[src/verilog/lpddr2_mr_pkg.sv]
package lpddr2_mr_pkg;
    // ----------------------------------------------------------------
    // Register indices
    // ----------------------------------------------------------------
    localparam logic [7:0] IDX_DEV_INFO  = 8'h00;
    localparam logic [7:0] IDX_FEAT_ONE  = 8'h01;
    localparam logic [7:0] IDX_FEAT_TWO  = 8'h02;
    localparam logic [7:0] IDX_IO_CFG    = 8'h03;
    localparam logic [7:0] IDX_REFRESH   = 8'h04;
    localparam logic [7:0] IDX_MAKER     = 8'h05;
    localparam logic [7:0] IDX_REV_ONE   = 8'h06;
    localparam logic [7:0] IDX_REV_TWO   = 8'h07;
    localparam logic [7:0] IDX_BASIC_CFG = 8'h08;
    localparam logic [7:0] IDX_TEST_MODE = 8'h09;
    localparam logic [7:0] IDX_ZQ_CMD    = 8'h0a;
    localparam logic [7:0] IDX_BANK_MASK = 8'h10;
    localparam logic [7:0] IDX_SEG_MASK  = 8'h11;
    localparam logic [7:0] IDX_PATTERN_A = 8'h20;
    localparam logic [7:0] IDX_PATTERN_B = 8'h28;
    localparam logic [7:0] IDX_RESET     = 8'h3f;
    // ----------------------------------------------------------------
    // Field positions, codes and reset values
    // ----------------------------------------------------------------
    localparam int         POS_AUTO_INIT = 0;
    localparam int         POS_KIND      = 1;
    localparam int         POS_VALIDITY  = 2;
    localparam int         POS_ZQ_LO     = 3;
    localparam logic [2:0] BURST_CODE_4  = 3'h2;
    localparam logic [2:0] BURST_CODE_8  = 3'h3;
    localparam logic [2:0] BURST_CODE_16 = 3'h4;
    localparam logic [4:0] BEATS_4       = 5'h04;
    localparam logic [4:0] BEATS_8       = 5'h08;
    localparam logic [4:0] BEATS_16      = 5'h10;
    localparam logic [2:0] WR_CODE_MIN   = 3'h1;
    localparam logic [2:0] WR_CODE_MAX   = 3'h6;
    localparam logic [3:0] WR_OFFSET     = 4'h2;
    localparam logic [7:0] FEAT_ONE_RST  = 8'h22;
    localparam logic [3:0] LOW_NIB_RST   = 4'h0;
    localparam logic [7:0] BYTE_RST      = 8'h00;
    localparam logic [1:0] ZQ_NONE       = 2'h0;
    localparam logic [1:0] ZQ_TIED_SUPPLY = 2'h1;
    localparam logic [1:0] ZQ_TO_GROUND  = 2'h2;
    localparam logic [7:0] ZQ_INIT_CODE  = 8'hff;
    // ----------------------------------------------------------------
    // Timing
    // ----------------------------------------------------------------
    localparam int AUTO_INIT_MAX_NS = 10000;
    localparam int ZQ_INIT_MIN_NS   = 1000;
    localparam int CLK_PERIOD_NS    = 100;
    localparam int AUTO_INIT_CYC    = AUTO_INIT_MAX_NS / CLK_PERIOD_NS;
    localparam int ZQ_INIT_CYC      = (ZQ_INIT_MIN_NS + CLK_PERIOD_NS - 1) / CLK_PERIOD_NS;
    localparam int AI_CNT_W         = 7;
    localparam int ZQ_CNT_W         = 4;
    // ----------------------------------------------------------------
    // Carriers
    // ----------------------------------------------------------------
    typedef struct packed {
        logic       write;
        logic [7:0] registerIndex;
        logic [7:0] opcode;
    } mrCmd_t;
    typedef struct packed {
        logic [4:0] burstBeats;
        logic       burstTypeField;
        logic       wrapControlField;
        logic [3:0] writeRecoveryCycles;
        logic [3:0] readWriteLatencyField;
        logic [3:0] driveStrengthField;
        logic [7:0] partialRefreshBankMask;
        logic [7:0] partialRefreshSegmentMask;
        logic [7:0] testModeCode;
    } featureCfg_t;
endpackage : lpddr2_mr_pkg

[src/verilog/lpddr2_mode_register_bank.sv]
`timescale 1ns/1ps
// Notes on behaviour
// - Access only through register read and write commands.
// - Provides configuration, status and special-operation triggers.
// - Reserved bits always read back as zero.
// - Unreadable registers still strobe; data reads zero.
// - Writes to read-only registers change nothing.
// - Info register read-only with four fields.
// - Busy bit during auto-init; kind bit for nonvolatile.
// - Data-validity bit reads zero.
// - Self-test field encodes four resistor outcomes.
// - Self-test field updates when init calibration completes.
// - Assembly error: factory trim, calibration ignored.
// - Feature-one register write-only, four fields.
// - Burst codes give 4, 8, 16 beats.
// - Two read-only calibration pattern registers.
// - Write-recovery codes give 3 to 8 cycles.
module lpddr2_mode_register_bank #(
    parameter logic       SELF_TEST_EN = 1'b1,
    parameter logic       NONVOLATILE  = 1'b0,
    parameter logic [7:0] MAKER_CODE   = 8'h01, // Arbitrary value.
    parameter logic [7:0] REV_CODE_ONE = 8'h00, // Arbitrary value.
    parameter logic [7:0] REV_CODE_TWO = 8'h00, // Arbitrary value.
    parameter logic [7:0] BASIC_CODE   = 8'h00, // Arbitrary value.
    parameter logic [7:0] PATTERN_A    = 8'h55,
    parameter logic [7:0] PATTERN_B    = 8'h33
) (
    input  wire logic                        clk_sys,
    input  wire logic                        nrst,
    input  wire logic                        cmdValid,
    input  wire lpddr2_mr_pkg::mrCmd_t       cmdIn,
    output logic                             cmdReady,
    output logic                             rdValid,
    output logic [7:0]                       rdData,
    output logic                             dqsOut,
    input  wire logic [1:0]                  zqSense,
    input  wire logic                        temperatureUpdateFlag,
    input  wire logic [2:0]                  refreshRate,
    output logic                             autoInitBusy,
    output logic                             zqCalBusy,
    output logic                             factoryTrim,
    output lpddr2_mr_pkg::featureCfg_t       cfg
);
    typedef enum logic [0:0] {BURST_IDLE, BURST_RUN} burstState_t;
    // ----------------------------------------------------------------
    // Command decode
    // ----------------------------------------------------------------
    burstState_t          state_ff, nxt_state;
    logic                 takeRd, takeWr;
    logic [7:0]           idx;
    // Commands are refused while a read burst is still on the strobe.
    assign cmdReady = (state_ff == BURST_IDLE);
    assign takeRd   = cmdValid && cmdReady && !cmdIn.write;
    assign takeWr   = cmdValid && cmdReady && cmdIn.write;
    assign idx      = cmdIn.registerIndex;
    // ----------------------------------------------------------------
    // Resistor sense pins, two-stage synchroniser
    // ----------------------------------------------------------------
    logic [1:0] senseMeta_ff, senseSync_ff;
    always_ff @(posedge clk_sys) begin
        if (!nrst) begin
            senseMeta_ff <= 2'h0;
            senseSync_ff <= 2'h0;
        end else begin
            senseMeta_ff <= zqSense;
            senseSync_ff <= senseMeta_ff;
        end
    end
    // ----------------------------------------------------------------
    // Write-only configuration registers
    // ----------------------------------------------------------------
    logic [7:0] featOne_ff, nxt_featOne;
    logic [3:0] featTwo_ff, nxt_featTwo;
    logic [3:0] ioCfg_ff, nxt_ioCfg;
    logic [7:0] bank_ff, nxt_bank;
    logic [7:0] seg_ff, nxt_seg;
    logic [7:0] test_ff, nxt_test;
    logic       resetWr;
    assign resetWr = takeWr && (idx == lpddr2_mr_pkg::IDX_RESET);
    // A reset write returns every setting to default; reserved upper
    // bits of the nibble registers are never stored.
    always_comb begin
        nxt_featOne = featOne_ff;
        nxt_featTwo = featTwo_ff;
        nxt_ioCfg   = ioCfg_ff;
        nxt_bank    = bank_ff;
        nxt_seg     = seg_ff;
        nxt_test    = test_ff;
        if (resetWr) begin
            nxt_featOne = lpddr2_mr_pkg::FEAT_ONE_RST;
            nxt_featTwo = lpddr2_mr_pkg::LOW_NIB_RST;
            nxt_ioCfg   = lpddr2_mr_pkg::LOW_NIB_RST;
            nxt_bank    = lpddr2_mr_pkg::BYTE_RST;
            nxt_seg     = lpddr2_mr_pkg::BYTE_RST;
            nxt_test    = lpddr2_mr_pkg::BYTE_RST;
        end else if (takeWr) begin
            unique case (idx)
                lpddr2_mr_pkg::IDX_FEAT_ONE:  nxt_featOne = cmdIn.opcode;
                lpddr2_mr_pkg::IDX_FEAT_TWO:  nxt_featTwo = cmdIn.opcode[3:0];
                lpddr2_mr_pkg::IDX_IO_CFG:    nxt_ioCfg = cmdIn.opcode[3:0];
                lpddr2_mr_pkg::IDX_BANK_MASK: nxt_bank = cmdIn.opcode;
                lpddr2_mr_pkg::IDX_SEG_MASK:  nxt_seg = cmdIn.opcode;
                lpddr2_mr_pkg::IDX_TEST_MODE: nxt_test = cmdIn.opcode;
                default: ; // Read-only and reserved targets store nothing.
            endcase
        end
    end

    always_ff @(posedge clk_sys) begin
        if (!nrst) begin
            featOne_ff <= lpddr2_mr_pkg::FEAT_ONE_RST;
            featTwo_ff <= lpddr2_mr_pkg::LOW_NIB_RST;
            ioCfg_ff   <= lpddr2_mr_pkg::LOW_NIB_RST;
            bank_ff    <= lpddr2_mr_pkg::BYTE_RST;
            seg_ff     <= lpddr2_mr_pkg::BYTE_RST;
            test_ff    <= lpddr2_mr_pkg::BYTE_RST;
        end else begin
            featOne_ff <= nxt_featOne;
            featTwo_ff <= nxt_featTwo;
            ioCfg_ff   <= nxt_ioCfg;
            bank_ff    <= nxt_bank;
            seg_ff     <= nxt_seg;
            test_ff    <= nxt_test;
        end
    end
    // Decoded settings; a reserved code yields zero so it is visible.
    logic [2:0] wrCode;
    assign wrCode = featOne_ff[7:5];
    always_comb begin
        unique case (featOne_ff[2:0])
            lpddr2_mr_pkg::BURST_CODE_4:  cfg.burstBeats = lpddr2_mr_pkg::BEATS_4;
            lpddr2_mr_pkg::BURST_CODE_8:  cfg.burstBeats = lpddr2_mr_pkg::BEATS_8;
            lpddr2_mr_pkg::BURST_CODE_16: cfg.burstBeats = lpddr2_mr_pkg::BEATS_16;
            default:                   cfg.burstBeats = 5'h00;
        endcase
        cfg.burstTypeField   = featOne_ff[3];
        cfg.wrapControlField = featOne_ff[4];
        if (wrCode >= lpddr2_mr_pkg::WR_CODE_MIN && wrCode <= lpddr2_mr_pkg::WR_CODE_MAX)
            cfg.writeRecoveryCycles = {1'b0, wrCode} + lpddr2_mr_pkg::WR_OFFSET;
        else
            cfg.writeRecoveryCycles = 4'h0;
        cfg.readWriteLatencyField     = featTwo_ff;
        cfg.driveStrengthField        = ioCfg_ff;
        cfg.partialRefreshBankMask    = bank_ff;
        cfg.partialRefreshSegmentMask = seg_ff;
        cfg.testModeCode              = test_ff;
    end

    // ----------------------------------------------------------------
    // Auto-initialisation timer
    // ----------------------------------------------------------------
    logic                         aiBusy_ff, nxt_aiBusy;
    logic [lpddr2_mr_pkg::AI_CNT_W-1:0] aiCnt_ff, nxt_aiCnt;
    // Runs for the longest allowed auto-init time, so a controller that
    // only waits out the timeout never sees the bit still set.
    always_comb begin
        nxt_aiBusy = aiBusy_ff;
        nxt_aiCnt  = aiCnt_ff;
        if (resetWr) begin
            nxt_aiBusy = 1'b1;
            nxt_aiCnt  = '0;
        end else if (aiBusy_ff) begin
            nxt_aiCnt = aiCnt_ff + 1'b1;
            if (aiCnt_ff == lpddr2_mr_pkg::AI_CNT_W'(lpddr2_mr_pkg::AUTO_INIT_CYC - 1))
                nxt_aiBusy = 1'b0;
        end
    end

    always_ff @(posedge clk_sys) begin
        if (!nrst) begin
            aiBusy_ff <= 1'b1;
            aiCnt_ff  <= '0;
        end else begin
            aiBusy_ff <= nxt_aiBusy;
            aiCnt_ff  <= nxt_aiCnt;
        end
    end

    assign autoInitBusy = aiBusy_ff;
    // ----------------------------------------------------------------
    // Impedance calibration and resistor self-test
    // ----------------------------------------------------------------
    logic                         zqBusy_ff, nxt_zqBusy;
    logic                         zqInit_ff, nxt_zqInit;
    logic [lpddr2_mr_pkg::ZQ_CNT_W-1:0] zqCnt_ff, nxt_zqCnt;
    logic [1:0]                   zqRes_ff, nxt_zqRes;
    logic                         zqWr, zqDone;
    assign factoryTrim = (zqRes_ff == lpddr2_mr_pkg::ZQ_TIED_SUPPLY)
                      || (zqRes_ff == lpddr2_mr_pkg::ZQ_TO_GROUND);
    assign zqWr   = takeWr && (idx == lpddr2_mr_pkg::IDX_ZQ_CMD) && !factoryTrim;
    assign zqDone = zqBusy_ff
                 && zqCnt_ff == lpddr2_mr_pkg::ZQ_CNT_W'(lpddr2_mr_pkg::ZQ_INIT_CYC - 1);

    // A new command during a running calibration is dropped.
    always_comb begin
        nxt_zqBusy = zqBusy_ff;
        nxt_zqInit = zqInit_ff;
        nxt_zqCnt  = zqCnt_ff;
        nxt_zqRes  = zqRes_ff;
        if (zqWr && !zqBusy_ff) begin
            nxt_zqBusy = 1'b1;
            nxt_zqInit = (cmdIn.opcode == lpddr2_mr_pkg::ZQ_INIT_CODE);
            nxt_zqCnt  = '0;
        end else if (zqBusy_ff) begin
            nxt_zqCnt = zqCnt_ff + 1'b1;
            if (zqDone) begin
                nxt_zqBusy = 1'b0;
                if (zqInit_ff && SELF_TEST_EN)
                    nxt_zqRes = senseSync_ff;
            end
        end
    end

    always_ff @(posedge clk_sys) begin
        if (!nrst) begin
            zqBusy_ff <= 1'b0;
            zqInit_ff <= 1'b0;
            zqCnt_ff  <= '0;
            zqRes_ff  <= lpddr2_mr_pkg::ZQ_NONE;
        end else begin
            zqBusy_ff <= nxt_zqBusy;
            zqInit_ff <= nxt_zqInit;
            zqCnt_ff  <= nxt_zqCnt;
            zqRes_ff  <= nxt_zqRes;
        end
    end

    assign zqCalBusy = zqBusy_ff;
    // ----------------------------------------------------------------
    // Read path and strobe burst
    // ----------------------------------------------------------------
    logic [7:0] rdData_ff, nxt_rdData, infoByte, readByte;
    logic [4:0] beat_ff, nxt_beat, beats;
    logic       dqs_ff, nxt_dqs;
    logic       fromInfo_ff, nxt_fromInfo;
    // Upper info bits stay zero; validity is unsupported.
    assign infoByte = {3'h0, zqRes_ff, 1'b0, NONVOLATILE, aiBusy_ff};
    // A reserved burst code still strobes the shortest burst.
    assign beats = (cfg.burstBeats == 5'h00) ? lpddr2_mr_pkg::BEATS_4 : cfg.burstBeats;

    always_comb begin
        unique case (idx)
            lpddr2_mr_pkg::IDX_DEV_INFO:  readByte = infoByte;
            lpddr2_mr_pkg::IDX_REFRESH:
                readByte = {temperatureUpdateFlag, 4'h0, refreshRate};
            lpddr2_mr_pkg::IDX_MAKER:     readByte = MAKER_CODE;
            lpddr2_mr_pkg::IDX_REV_ONE:   readByte = REV_CODE_ONE;
            lpddr2_mr_pkg::IDX_REV_TWO:   readByte = REV_CODE_TWO;
            lpddr2_mr_pkg::IDX_BASIC_CFG: readByte = BASIC_CODE;
            lpddr2_mr_pkg::IDX_PATTERN_A: readByte = PATTERN_A;
            lpddr2_mr_pkg::IDX_PATTERN_B: readByte = PATTERN_B;
            default:                      readByte = 8'h00;
        endcase
    end

    always_comb begin
        nxt_state    = state_ff;
        nxt_beat     = beat_ff;
        nxt_rdData   = rdData_ff;
        nxt_dqs      = 1'b0;
        nxt_fromInfo = fromInfo_ff;
        unique case (state_ff)
            BURST_IDLE: begin
                if (takeRd) begin
                    nxt_state    = BURST_RUN;
                    nxt_beat     = beats - 1'b1;
                    nxt_rdData   = readByte;
                    nxt_fromInfo = (idx == lpddr2_mr_pkg::IDX_DEV_INFO);
                end
            end
            BURST_RUN: begin
                nxt_dqs  = !dqs_ff;
                nxt_beat = beat_ff - 1'b1;
                if (beat_ff == 5'h00) begin
                    nxt_state = BURST_IDLE;
                    nxt_dqs   = 1'b0;
                end
            end
        endcase
    end

    always_ff @(posedge clk_sys) begin
        if (!nrst) begin
            state_ff    <= BURST_IDLE;
            beat_ff     <= 5'h00;
            rdData_ff   <= 8'h00;
            dqs_ff      <= 1'b0;
            fromInfo_ff <= 1'b0;
        end else begin
            state_ff    <= nxt_state;
            beat_ff     <= nxt_beat;
            rdData_ff   <= nxt_rdData;
            dqs_ff      <= nxt_dqs;
            fromInfo_ff <= nxt_fromInfo;
        end
    end

    assign rdValid = (state_ff == BURST_RUN);
    assign rdData  = rdData_ff;
    assign dqsOut  = dqs_ff;
endmodule : lpddr2_mode_register_bank

[config.mk]
export PLATFORM = sky130hd
export DESIGN_NAME = lpddr2_mode_register_bank
export DESIGN_NICKNAME = d
export VERILOG_FILES = /design/src/verilog/lpddr2_mr_pkg.sv /design/src/verilog/lpddr2_mode_register_bank.sv
export SDC_FILE = /design/constraint.sdc
export NUM_CORES = 1
export LEC_CHECK = 0
export BUFFER_PORTS_ARGS = -buffer_cell sky130_fd_sc_hd__buf_2
export CAP_MARGIN = 20
export CORE_AREA = 2 2 106 87
export DETAILED_ROUTE_END_ITERATION = 6
export DIE_AREA = 0 0 108 89
export PLACE_DENSITY = 0.69
export RECOVER_POWER = 100
export SLEW_MARGIN = 10
export SYNTH_ARGS = -nofsm -noshare
export SYNTH_HDL_FRONTEND = slang
export SYNTH_SLANG_ARGS = --single-unit
[constraint.sdc]
create_clock -name clk_sys -period 2.1 [get_ports clk_sys]
set_clock_uncertainty 0.05 [all_clocks]
set_input_delay 0.315 -clock clk_sys [delete_from_list [all_inputs] [get_ports clk_sys]]
set_output_delay 0.315 -clock clk_sys [all_outputs]
set_load 0.02 [all_outputs]
==> implementation parameters, run 1 <==
Parameter                              Value

STA
  Time the worst path needs with I/O delays and setup ... ~2000 ps
  Measured slew at the worst slew-check pin ... 675 ps
  Max-slew violation count ... 0
  Final hold violations ... 0
  Portion of the clock cycle consumed by the worst path in the final layout ... between 90% and 100%
  Unrepaired setup endpoints after global routing ... no
  Count of endpoints failing setup in the final report ... 0
  Sum of negative setup slack ... 0 ps
  Maximum frequency from static timing analysis ... approximately 510 MHz
  Worst hold margin ... 135 ps
  Relative slew margins ... between 50% and 60%

Die
  Core region area ... 8450 sq um
  Initial core utilization ... about 39%
  Top-level I/O count ... 83
  Die outline area ... approximately 9600 sq um
  Die X-Extent ... roughly 110 um
  Vert. Die Dim ... approximately 89 um
  Core Rows ... 30

Job
  Max-cap viol count ... 0

Logic synthesis
  Flip-flop cell with the highest count after synthesis ... sky130_fd_sc_hd__dfxtp_1
  Count of synthesis-stage warnings from yosys ... 0
  Cell with the most instances after synthesis ... sky130_fd_sc_hd__dfxtp_1
  Register bit total from synthesis ... 75
  Top-area cell type share of the netlist area ... ~46%
  Count of unique library cells instantiated by Yosys ... 46
  Average footprint of a synthesized cell ... between 9 and 10 sq um
  Post-synthesis cell area ... about 3300 sq um
  Top cell type by total area after synthesis ... sky130_fd_sc_hd__dfxtp_1
  Share of flip-flops with an asynchronous set or reset after synthesis ... 0%
  Synthesized instance count ... around 360
  Commonest cells in the synthesized netlist ... sky130_fd_sc_hd__dfxtp_1, sky130_fd_sc_hd__nor2_1, sky130_fd_sc_hd__mux2i_1, sky130_fd_sc_hd__nand2_1, sky130_fd_sc_hd__a21oi_1
  Post-synth EDFFs ... 0
  Sequential area share after synthesis ... between 40% and 50%
  Largest cells by area after synthesis ... sky130_fd_sc_hd__dfxtp_1, sky130_fd_sc_hd__mux2i_1, sky130_fd_sc_hd__nor2_1

Drt
  Remaining design rule violation count ... 0
  Drt first pass iters ... 4
  Wire per inst ... about 14 um
  Via density per instance ... between 4 and 5
  Post-route ant nets ... 0
  Total wire length after detailed routing ... ~8 mm
  Vias ... roughly 2800
  Initial detailed-routing violation count ... 102

Critical path
  Capturing element type of the critical path ... output pin
  Critical path start-end classification ... register to output pin
  Critical Path Source Type ... register
  Required time of the worst setup path ... approximately 1700 ps
  Worst r2r src ... rdValid
  Critical path arrival ... 1580 ps
  Start point of the critical path ... featOne_ff[6]
  Worst-path maximum fanout ... 6

Pwr
  Static Leakage ... between 1.5 and 2 nW
  Power density over the cells ... approximately 750 nW/um^2
  Total design power ... approximately 3 mW
  Peak supply drop ... between 0.0002 and 0.0003 V

Clocking
  Clk pin slew, worst setup/hold paths ... ~80 ps
  Inserted Clock Buffers ... 9
  Root buffer cell ... sky130_fd_sc_hd__clkbuf_8
  Number of post-CTS setup repair buffers ... 0
  Maximum level of the CTS H-tree ... 3
  Worst-Skew Late Latency ... 340 ps
  Number of buffers on the longest clock path ... 2
  Count of hold buffers inserted by post-cts repair ... 0
  CTS tree ... yes
  Clock sink count ... between 70 and 80
  Post_cts resized ... 0

Finish
  Total Nets Final ... about 470
  Ratio of cells with drive above 1 in the final layout ... approximately 13%
  Area grow syn2layout ... 20.9%
  Number of inserted diodes ... 0
  Layout fillers ... 866

Global route
  Vias in the first global route ... roughly 2600
  Total global routing overflow ... 0
  All-layer global routing usage ... between 10% and 20%
  First-pass GRT wire length ... between 10 and 15 mm
  Initial antenna violation count ... 0
  Largest net degree at the start of global routing ... 49

Status
  Result of the run ... completed

Place
  Number of buffers inserted by port buffering ... 80
  Gp weighted congestion ... about 0.86
  Final HPWL DP ... about 6 mm

Min path
  Startpoint of the tightest hold check path ... zqSense[0]
  HP Class ... primary input to register
## worst max-delay path, stage by stage, from the launching register on
cell and delay [ps]:
sky130_fd_sc_hd__dfxtp_1 420, sky130_fd_sc_hd__inv_1 70, sky130_fd_sc_hd__ha_1 220, sky130_fd_sc_hd__a21boi_0 130, sky130_fd_sc_hd__nor3_1 150, sky130_fd_sc_hd__clkbuf_1 250
## path summary, 6_finish.rpt
path / endpoint / slack [ps] / cells after the start
setup / recovery: cfg[33] / 160 / 5
setup reg to reg: seg_ff[7] / 310 / 5
hold / removal: senseMeta_ff[0] / 130 / 2
hold reg to reg: dqsOut / 380 / 1
## final cells by class
class                   count  area [sq um]  share of cell area (%)
flip-flops and latches     75          1500                    37.9
inverters                  10          37.5                   0.948
clock buffers              10           128                    3.22
multi-input cells         248          1620                    40.8
repair buffers             93           422                    10.7
clock inverters             6           114                    2.88
well taps                 112           140                    3.54
## registers in the layout (all words and copies together), names as in the netlist, 2 cells and up
name and count:
seg_ff 8, bank_ff 8, test_ff 8, beat_ff 5, senseMeta_ff 2, featOne_ff 8
ioCfg_ff 4, featTwo_ff 4, rdData 8, aiCnt_ff 7, zqCnt_ff 4, zqRes_ff 2
senseSync_ff 2
## power breakdown
group | internal (mW) | total, mW | switching (mW)
sequential | 1.44 | 1.46 | 0.0166
combinational | 0.0737 | 0.205 | 0.131
clock | 0.791 | 1.32 | 0.527
total | 2.31 | 2.98 | 0.675
## placed cells by master, fill, tap and decap left out, types with 3 or more instances in the layout
cell type / instances
sky130_fd_sc_hd__xnor2_1: 5
sky130_fd_sc_hd__o21ai_0: 6
sky130_fd_sc_hd__or3_1: 6
sky130_fd_sc_hd__nor2_1: 61
sky130_fd_sc_hd__nand2_1: 23
sky130_fd_sc_hd__and3b_1: 4
sky130_fd_sc_hd__mux2i_1: 43
sky130_fd_sc_hd__ha_1: 6
sky130_fd_sc_hd__inv_1: 10
sky130_fd_sc_hd__nand3_1: 5
sky130_fd_sc_hd__nor4_1: 5
sky130_fd_sc_hd__and3_1: 4
sky130_fd_sc_hd__a21oi_1: 15
sky130_fd_sc_hd__bufinv_16: 3
sky130_fd_sc_hd__nor3b_1: 6
sky130_fd_sc_hd__nand4_1: 13
sky130_fd_sc_hd__nor3_1: 8
sky130_fd_sc_hd__clkbuf_1: 58
sky130_fd_sc_hd__xor2_1: 5
sky130_fd_sc_hd__buf_4: 10
sky130_fd_sc_hd__buf_2: 24
sky130_fd_sc_hd__dfxtp_1: 75
sky130_fd_sc_hd__and2_1: 3
sky130_fd_sc_hd__clkbuf_8: 9
## metrics by stage
stage	setup WS (ps)	utilization, %	std cells	instance area (sq um)
after floorplan	246	-	358	3280
after global placement	180	45.1	538	3810
after detailed placement	141	45.1	538	3810
after CTS	206	48.0	554	4050
after global routing	60.1	46.9	554	3960
final	157	46.9	554	3960
## cell families (layout without fill, tap and decap cells)
family          count (synthesis)  in the layout  share of synthesized area, %
other cells                     1              2                         0.115
mux                            45             45                          13.8
flops                          75             75                          45.9
simple gates                  150            150                          23.4
xor+xnor                       10             10                          2.68
buf+inv                        35            119                          5.16
compound gates                 35             35                          6.65
fa+ha+maj                       6              6                          2.29
## metal layers
layer | track usage, % | up-vias | part of all wire [%]
li1 | - | 1385 | -
met1 | 23.3 | 1307 | 47
met2 | 26.4 | 55 | 46
met3 | 5.10 | 5 | 5.9
met4 | 6.64 | 0 | 0.97
met5 | 0 | - | 0
Note: power is estimated with default switching activity, not from simulation.
==> run 2: changes to the inputs <==
--- a/config.mk
+++ b/config.mk
@@ -5,7 +5,7 @@
 export SDC_FILE = /design/constraint.sdc
 export NUM_CORES = 1
 export LEC_CHECK = 0
-export BUFFER_PORTS_ARGS = -buffer_cell sky130_fd_sc_hd__buf_2
+export BUFFER_PORTS_ARGS = -buffer_cell sky130_fd_sc_hd__buf_4
 export CAP_MARGIN = 20
 export CORE_AREA = 2 2 106 87
 export DETAILED_ROUTE_END_ITERATION = 6
==> run 2 against run 1 <==
Net effect: count of clock-buffer cells in the layout is 3 higher; design area rose by 0.51%; largest power group unchanged; highest routed layer unchanged; first-iteration DRC count is 8.8% higher; total power decreased by 3.8%.
==> implementation parameters, run 2 (synthesis gave the netlist of run 1 again) <==
Parameter                              Value

Clocking
  Root buffer cell ... sky130_fd_sc_hd__clkbuf_8
  Maximum level of the CTS H-tree ... 3 (unchanged)
  CTS tree ... yes
  Count of hold buffers inserted by post-cts repair ... 0 (unchanged)
  Post_cts resized ... 0 (unchanged)
  Worst-Skew Late Latency ... 340 ps (about the same)
  Inserted Clock Buffers ... 9 (unchanged)
  Clk pin slew, worst setup/hold paths ... 70 ps (about the same)
  Number of buffers on the longest clock path ... 2 (unchanged)
  Clock sink count ... 75 (unchanged)
  Number of post-CTS setup repair buffers ... 0 (unchanged)

Critical path
  Critical Path Source Type ... register
  Critical path arrival ... 1550 ps (-30 ps)
  Critical path start-end classification ... register to output pin
  FF-to-FF setup slack ... 310 ps (about the same)
  Capturing element type of the critical path ... output pin
  Required time of the worst setup path ... 1740 ps (about the same)
  Capturing point of the worst reg2reg path ... seg_ff[7]
  Depth of the worst register-to-register path ... 5 (unchanged)
  Worst r2r src ... rdValid
  Worst-path maximum fanout ... 6 (unchanged)

STA
  Time the worst path needs with I/O delays and setup ... 1910 ps (-29.0 ps)
  Maximum frequency from static timing analysis ... 522 MHz (+1.5%)
  Unrepaired setup endpoints after global routing ... no
  Sum of negative setup slack ... 0 ps (unchanged)
  Portion of the clock cycle consumed by the worst path in the final layout ... 91.2% (-1.4 points)
  Measured slew at the worst slew-check pin ... 749 ps (+73.9 ps)
  Max-slew violation count ... 0 (unchanged)
  Final hold violations ... 0 (unchanged)
  Count of endpoints failing setup in the final report ... 0 (unchanged)
  Relative slew margins ... 50.1% (-4.5 points)

Pwr
  Peak supply drop ... 0.000262 V (-12%)
  Power density over the cells ... 721 nW/um^2 (-4.3%)
  Static Leakage ... 1.74 nW (+0.27%)

Global route
  Largest net degree at the start of global routing ... 49 (unchanged)
  Initial antenna violation count ... 0 (unchanged)
  Total global routing overflow ... 0 (unchanged)
  All-layer global routing usage ... 16.9% (-0.42 points)
  First-pass GRT wire length ... 12.6 mm (-2.2%)
  Vias in the first global route ... 2548 (-1.5%)

Finish
  Most frequent standard cell in the layout excluding fill and tap cells ... sky130_fd_sc_hd__dfxtp_1
  Most frequent cells in the layout ... sky130_fd_sc_hd__dfxtp_1, sky130_fd_sc_hd__nor2_1, sky130_fd_sc_hd__clkbuf_1
  Total Nets Final ... 466 (-0.64%)
  Area grow syn2layout ... 21.5%
  Ratio of cells with drive above 1 in the final layout ... 12.1% (-0.57 points)
  Non-Filler Cell Area, Final ... 3980 sq um (+0.51%)
  Final core area utilization ... 47.1% (+0.24 points)
  Number of inserted diodes ... 0 (unchanged)

Drt
  Remaining design rule violation count ... 0 (unchanged)
  Initial detailed-routing violation count ... 111 (+8.8%)
  Total wire length after detailed routing ... 8.02 mm (+0.12%)
  Vias ... 2808 (+2.0%)
  Drt first pass iters ... 4 (unchanged)
  Post-route ant nets ... 0 (unchanged)
  Wire per inst ... 14.6 um (+0.85%)
  Via density per instance ... 5.11 (+2.8%)

Min path
  Startpoint of the tightest hold check path ... zqSense[0]
  Instance count along the most critical hold path ... 2 (unchanged)
  Hold Path Sink ... senseMeta_ff[0]
  HP Class ... primary input to register

Die
  Top-level I/O count ... 83 (unchanged)
  Core Rows ... 30 (unchanged)
  Vert. Die Dim ... 89 um (unchanged)
  Core region area ... 8450 sq um (unchanged)
  Die outline area ... 9610 sq um (unchanged)
  Initial core utilization ... 38.8% (unchanged)
  Die X-Extent ... 108 um (unchanged)

Status
  Result of the run ... completed

Job
  Max-cap viol count ... 0 (unchanged)

Place
  Placement-stage cell area ... 3990 sq um (+4.7%)
  Number of buffers inserted by port buffering ... 80 (unchanged)
  Final HPWL DP ... 5.77 mm (-2.2%)
  Gp weighted congestion ... 0.889 (+3.3%)
[run 2: worst max-delay path by stage]
stage,endpoint,slack [ps],from,depth (start not counted)
floorplan,bank_ff[0],250,rdValid,8
global placement,ioCfg_ff[0],160,cmdIn[11],5
detailed placement,ioCfg_ff[1],120,cmdIn[11],5
CTS,cfg[33],220,featOne_ff[6],5
global route,cfg[35],80,featOne_ff[6],5
finish,cfg[35],190,featOne_ff[6],5
[run 2: per-layer routing]
metal  track usage [%]  part of all wire, %  vias up
li1                  -                    -     1389
met1              23.9                   50     1339
met2              24.6                   43       71
met3              3.50                  5.7        9
met4              8.28                  1.7        0
met5                 0                    0        -
[run 2: report_power, final]
group / internal (mW) / switching, mW
Combinational: 0.0861 / 0.131
Sequential: 1.44 / 0.0168
Clock: 0.698 / 0.493
[run 2: cell type report]
type | instances | area [sq um]
multi-input combinational | 248 | 1620
sequential | 75 | 1500
clock inverter | 2 | 60.1
timing repair buffer | 90 | 469
fill | 848 | 4470
clock buffer | 13 | 149
inverter | 10 | 37.5
tap | 112 | 140
[run 2: critical path, stage by stage (launching register included)]
cell and delay (ps):
sky130_fd_sc_hd__dfxtp_1 420, sky130_fd_sc_hd__inv_1 70, sky130_fd_sc_hd__ha_1 210, sky130_fd_sc_hd__nand4b_1 160
sky130_fd_sc_hd__nor2_1 110, sky130_fd_sc_hd__clkbuf_1 240
[run 2: metrics by stage]
stage | hold WS, ps | total power [mW] | worst slack [ps] | instances
floorplan | 362 | 1.62 | 246 | 358
global placement | 374 | 1.71 | 163 | 535
detailed placement | 373 | 1.72 | 123 | 535
CTS | 112 | 2.90 | 225 | 550
global route | 120 | 2.97 | 79.8 | 550
finish | 126 | 2.87 | 186 | 550
==> run 3: changes to the inputs <==
--- a/config.mk
+++ b/config.mk
@@ -5,11 +5,12 @@
 export SDC_FILE = /design/constraint.sdc
 export NUM_CORES = 1
 export LEC_CHECK = 0
+export ABC_AREA = 1
 export BUFFER_PORTS_ARGS = -buffer_cell sky130_fd_sc_hd__buf_4
 export CAP_MARGIN = 20
-export CORE_AREA = 2 2 106 87
+export CORE_AREA = 2 2 106 88
 export DETAILED_ROUTE_END_ITERATION = 6
-export DIE_AREA = 0 0 108 89
+export DIE_AREA = 0 0 108 90
 export PLACE_DENSITY = 0.69
 export RECOVER_POWER = 100
 export SLEW_MARGIN = 10
==> run 3 against run 2 <==
Net effect: clock power shrank 9%; sequential share of layout area up 0.51 points; area after synthesis increased by 1.1%; routed wire length increased by 0.36%; design area is 1.3% lower; final cell count rose by 13%; synthesized cell count up 19%; critical path depth grew 2; sequential cell count did not move; highest routed layer unchanged.
==> implementation parameters, run 3 <==
Parameter                              Value

Status
  Result of the run ... completed

Pwr
  Peak supply drop ... 0.000343 V (+31%)
  Combinational group share of total power ... 8.9% (+1.3 points)
  Static Leakage ... 1.64 nW (-6.2%)
  Int Power ... 2.09 mW (-6.3%)
  Power share of the sequential group ... 52.5% (+1.6 points)
  Power density over the cells ... 714 nW/um^2 (-0.93%)
  Net Sw Frac ... 25.6% (+3.3 points)
  Switching power total ... 0.718 mW (+12%)
  Portion of total power attributed to the clock network ... 38.7% (-2.8 points)

Critical path
  FF-to-FF setup slack ... 230 ps (-80 ps)
  Critical path start-end classification ... register to register
  Critical path arrival ... 2080 ps (+530 ps)
  Capturing element type of the critical path ... register
  Required time of the worst setup path ... 2310 ps (+570 ps)
  Critical Path Source Type ... register
  Worst-path maximum fanout ... 10 (+4)

Finish
  Total Nets Final ... 536 (+15%)
  Number of inserted diodes ... 0 (unchanged)
  Most frequent standard cell in the layout excluding fill and tap cells ... sky130_fd_sc_hd__nor2_1
  Layout fillers ... 914 (+7.8%)
  Area grow syn2layout ... 18.6%
  Ratio of cells with drive above 1 in the final layout ... 12.0% (-0.12 points)
  Most frequent cells in the layout ... sky130_fd_sc_hd__nor2_1, sky130_fd_sc_hd__dfxtp_1, sky130_fd_sc_hd__clkbuf_1

STA
  Count of endpoints failing setup in the final report ... 0 (unchanged)
  Portion of the clock cycle consumed by the worst path in the final layout ... 89.2% (-2.0 points)
  Maximum frequency from static timing analysis ... 534 MHz (+2.2%)
  Time the worst path needs with I/O delays and setup ... 1870 ps (-41.5 ps)
  Sum of negative setup slack ... 0 ps (unchanged)
  Worst hold margin ... 104 ps (-21.8 ps)
  Final hold violations ... 0 (unchanged)
  Max-slew violation count ... 0 (unchanged)
  Measured slew at the worst slew-check pin ... 977 ps (+227 ps)
  Unrepaired setup endpoints after global routing ... no
  Relative slew margins ... 34.9% (-15 points)

Drt
  Initial detailed-routing violation count ... 168 (+51%)
  Routed length on met1 ... 3.73 mm (-6.2%)
  Post-route ant nets ... 0 (unchanged)
  Detailed-routed wire length on met3 ... 423 um (-7.8%)
  Vias ... 2984 (+6.3%)
  Routed wl met2 ... 3.76 mm (+8.9%)
  Drt first pass iters ... 4 (unchanged)
  Highest metal layer with signal wires ... met4
  Via density per instance ... 4.78 (-6.3%)
  Wire per inst ... 12.9 um (-12%)
  Total wire length after detailed routing ... 8.05 mm (+0.36%)
  Remaining design rule violation count ... 0 (unchanged)

Clocking
  Number of buffers on the longest clock path ... 2 (unchanged)
  Root buffer cell ... sky130_fd_sc_hd__clkbuf_8
  CTS tree ... yes
  Count of hold buffers inserted by post-cts repair ... 0 (unchanged)
  Worst-Skew Late Latency ... 340 ps (about the same)
  Inserted Clock Buffers ... 9 (unchanged)
  Number of post-CTS setup repair buffers ... 0 (unchanged)
  Post_cts resized ... 0 (unchanged)
  Maximum level of the CTS H-tree ... 3 (unchanged)
  Clock sink count ... 75 (unchanged)
  Clk pin slew, worst setup/hold paths ... 80 ps (about the same)

Die
  Top-level I/O count ... 83 (unchanged)
  Die X-Extent ... 108 um (unchanged)
  Die outline area ... 9720 sq um (+1.1%)
  Core Rows ... 31 (+3.3%)
  Initial core utilization ... 37.9% (-0.83 points)
  Vert. Die Dim ... 90 um (+1.1%)
  Core region area ... 8730 sq um (+3.3%)

Logic synthesis
  Sequential area share after synthesis ... 45.4% (-0.50 points)
  Synthesized instance count ... 426 (+19%)
  Register bit total from synthesis ... 75 (unchanged)
  Count of synthesis-stage warnings from yosys ... 0 (unchanged)
  Post-synthesis cell area ... 3310 sq um (+1.1%)
  Share of flip-flops with an asynchronous set or reset after synthesis ... 0% (unchanged)
  Top cell type by total area after synthesis ... sky130_fd_sc_hd__dfxtp_1
  Largest cells by area after synthesis ... sky130_fd_sc_hd__dfxtp_1, sky130_fd_sc_hd__nor2_1, sky130_fd_sc_hd__inv_1
  Commonest cells in the synthesized netlist ... sky130_fd_sc_hd__nor2_1, sky130_fd_sc_hd__dfxtp_1, sky130_fd_sc_hd__inv_1, sky130_fd_sc_hd__nand2_1, sky130_fd_sc_hd__o21ai_0
  Count of unique library cells instantiated by Yosys ... 39 (-15%)
  Cell with the most instances after synthesis ... sky130_fd_sc_hd__nor2_1
  Flip-flop cell with the highest count after synthesis ... sky130_fd_sc_hd__dfxtp_1
  Top-area cell type share of the netlist area ... 45.4% (-0.50 points)
  Post-synth EDFFs ... 0 (unchanged)
  Average footprint of a synthesized cell ... 7.77 sq um (-15%)

Global route
  All-layer global routing usage ... 16.7% (-0.20 points)
  Largest net degree at the start of global routing ... 28 (-43%)
  Total global routing overflow ... 0 (unchanged)
  First-pass GRT wire length ... 13.0 mm (+3.6%)
  Vias in the first global route ... 2809 (+10%)
  Initial antenna violation count ... 0 (unchanged)

Place
  Gp weighted congestion ... 0.808 (-9.1%)
  Number of buffers inserted by port buffering ... 80 (unchanged)
  Final HPWL DP ... 6.14 mm (+6.4%)

Job
  Max-cap viol count ... 0 (unchanged)

Min path
  HP Class ... primary input to register
run 3: cell count changes after synthesis, sizes merged, moves of 8 or more:
cell / change
a211oi: +12
clkbuf: -8
nand3: +23
a21oi: +10
inv: +47
o21ai: +29
nor2: +19
mux2i: -41
nand2: +27
run 3: logic make-up (layout without fill, tap and decap cells):
kind of cell,count (synthesis),after routing,share of synthesized area (%)
AND/OR/NAND/NOR,185,185,26.6
AO/OA/AOI/OAI,79,79,13.4
flip-flops,75,75,45.4
buffers and inverters,73,155,10.3
adder cells (fa/ha/maj),6,6,2.27
XOR/XNOR,5,5,1.32
multiplexers,2,2,0.605
other,1,2,0.113
run 3: layout make-up:
type,count,area [sq um],area share [%]
sequential,75,1500,38.3
multi-input combinational,279,1460,37.1
timing repair buffer,81,407,10.4
inverter,58,224,5.71
tap,115,144,3.67
clock buffer,10,128,3.25
clock inverter,6,66.3,1.69
run 3: per-layer routing:
layer	track usage (%)	up-vias
li1	-	1549
met1	22.2	1351
met2	26.4	71
met3	4.06	13
met4	5.77	0
met5	0	-
run 3: worst paths after layout:
check,startpoint,end,cells after the start
worst max-delay path,rdValid,featOne_ff[3],7
worst min-delay path,zqSense[0],senseMeta_ff[0],3
worst max register to register,rdValid,featOne_ff[3],7
worst min register to register,senseMeta_ff[0],senseSync_ff[0],2
run 3: stage by stage:
step | setup slack [ps] | instances | total power, mW | utilization [%] | area (sq um)
finish | 227 | 624 | 2.80 | 45.0 | 3930
global route | 87.3 | 624 | 2.92 | 45.0 | 3930
CTS | 249 | 624 | 2.85 | 47.5 | 4140
detailed placement | 320 | 608 | 1.77 | 45.2 | 3950
global placement | 399 | 608 | 1.76 | 45.2 | 3950
floorplan | 636 | 427 | 1.67 | - | 3310
run 3: critical path, stage by stage (launching register included):
cell,delay [ps]
sky130_fd_sc_hd__dfxtp_1,400
sky130_fd_sc_hd__inv_4,140
sky130_fd_sc_hd__nand3_4,70
sky130_fd_sc_hd__nor2_1,370
sky130_fd_sc_hd__nand2_1,310
sky130_fd_sc_hd__inv_1,240
sky130_fd_sc_hd__nor2_1,60
sky130_fd_sc_hd__a211oi_1,150
run 3: power by group through the flow:
stage | logic (mW) | registers, mW | clock network [mW]
finish | 0.248 | 1.47 | 1.08
CTS | 0.261 | 1.47 | 1.11
floorplan | 0.152 | 1.51 | 0
detailed placement | 0.260 | 1.51 | 0
global placement | 0.255 | 1.50 | 0
global route | 0.277 | 1.48 | 1.17
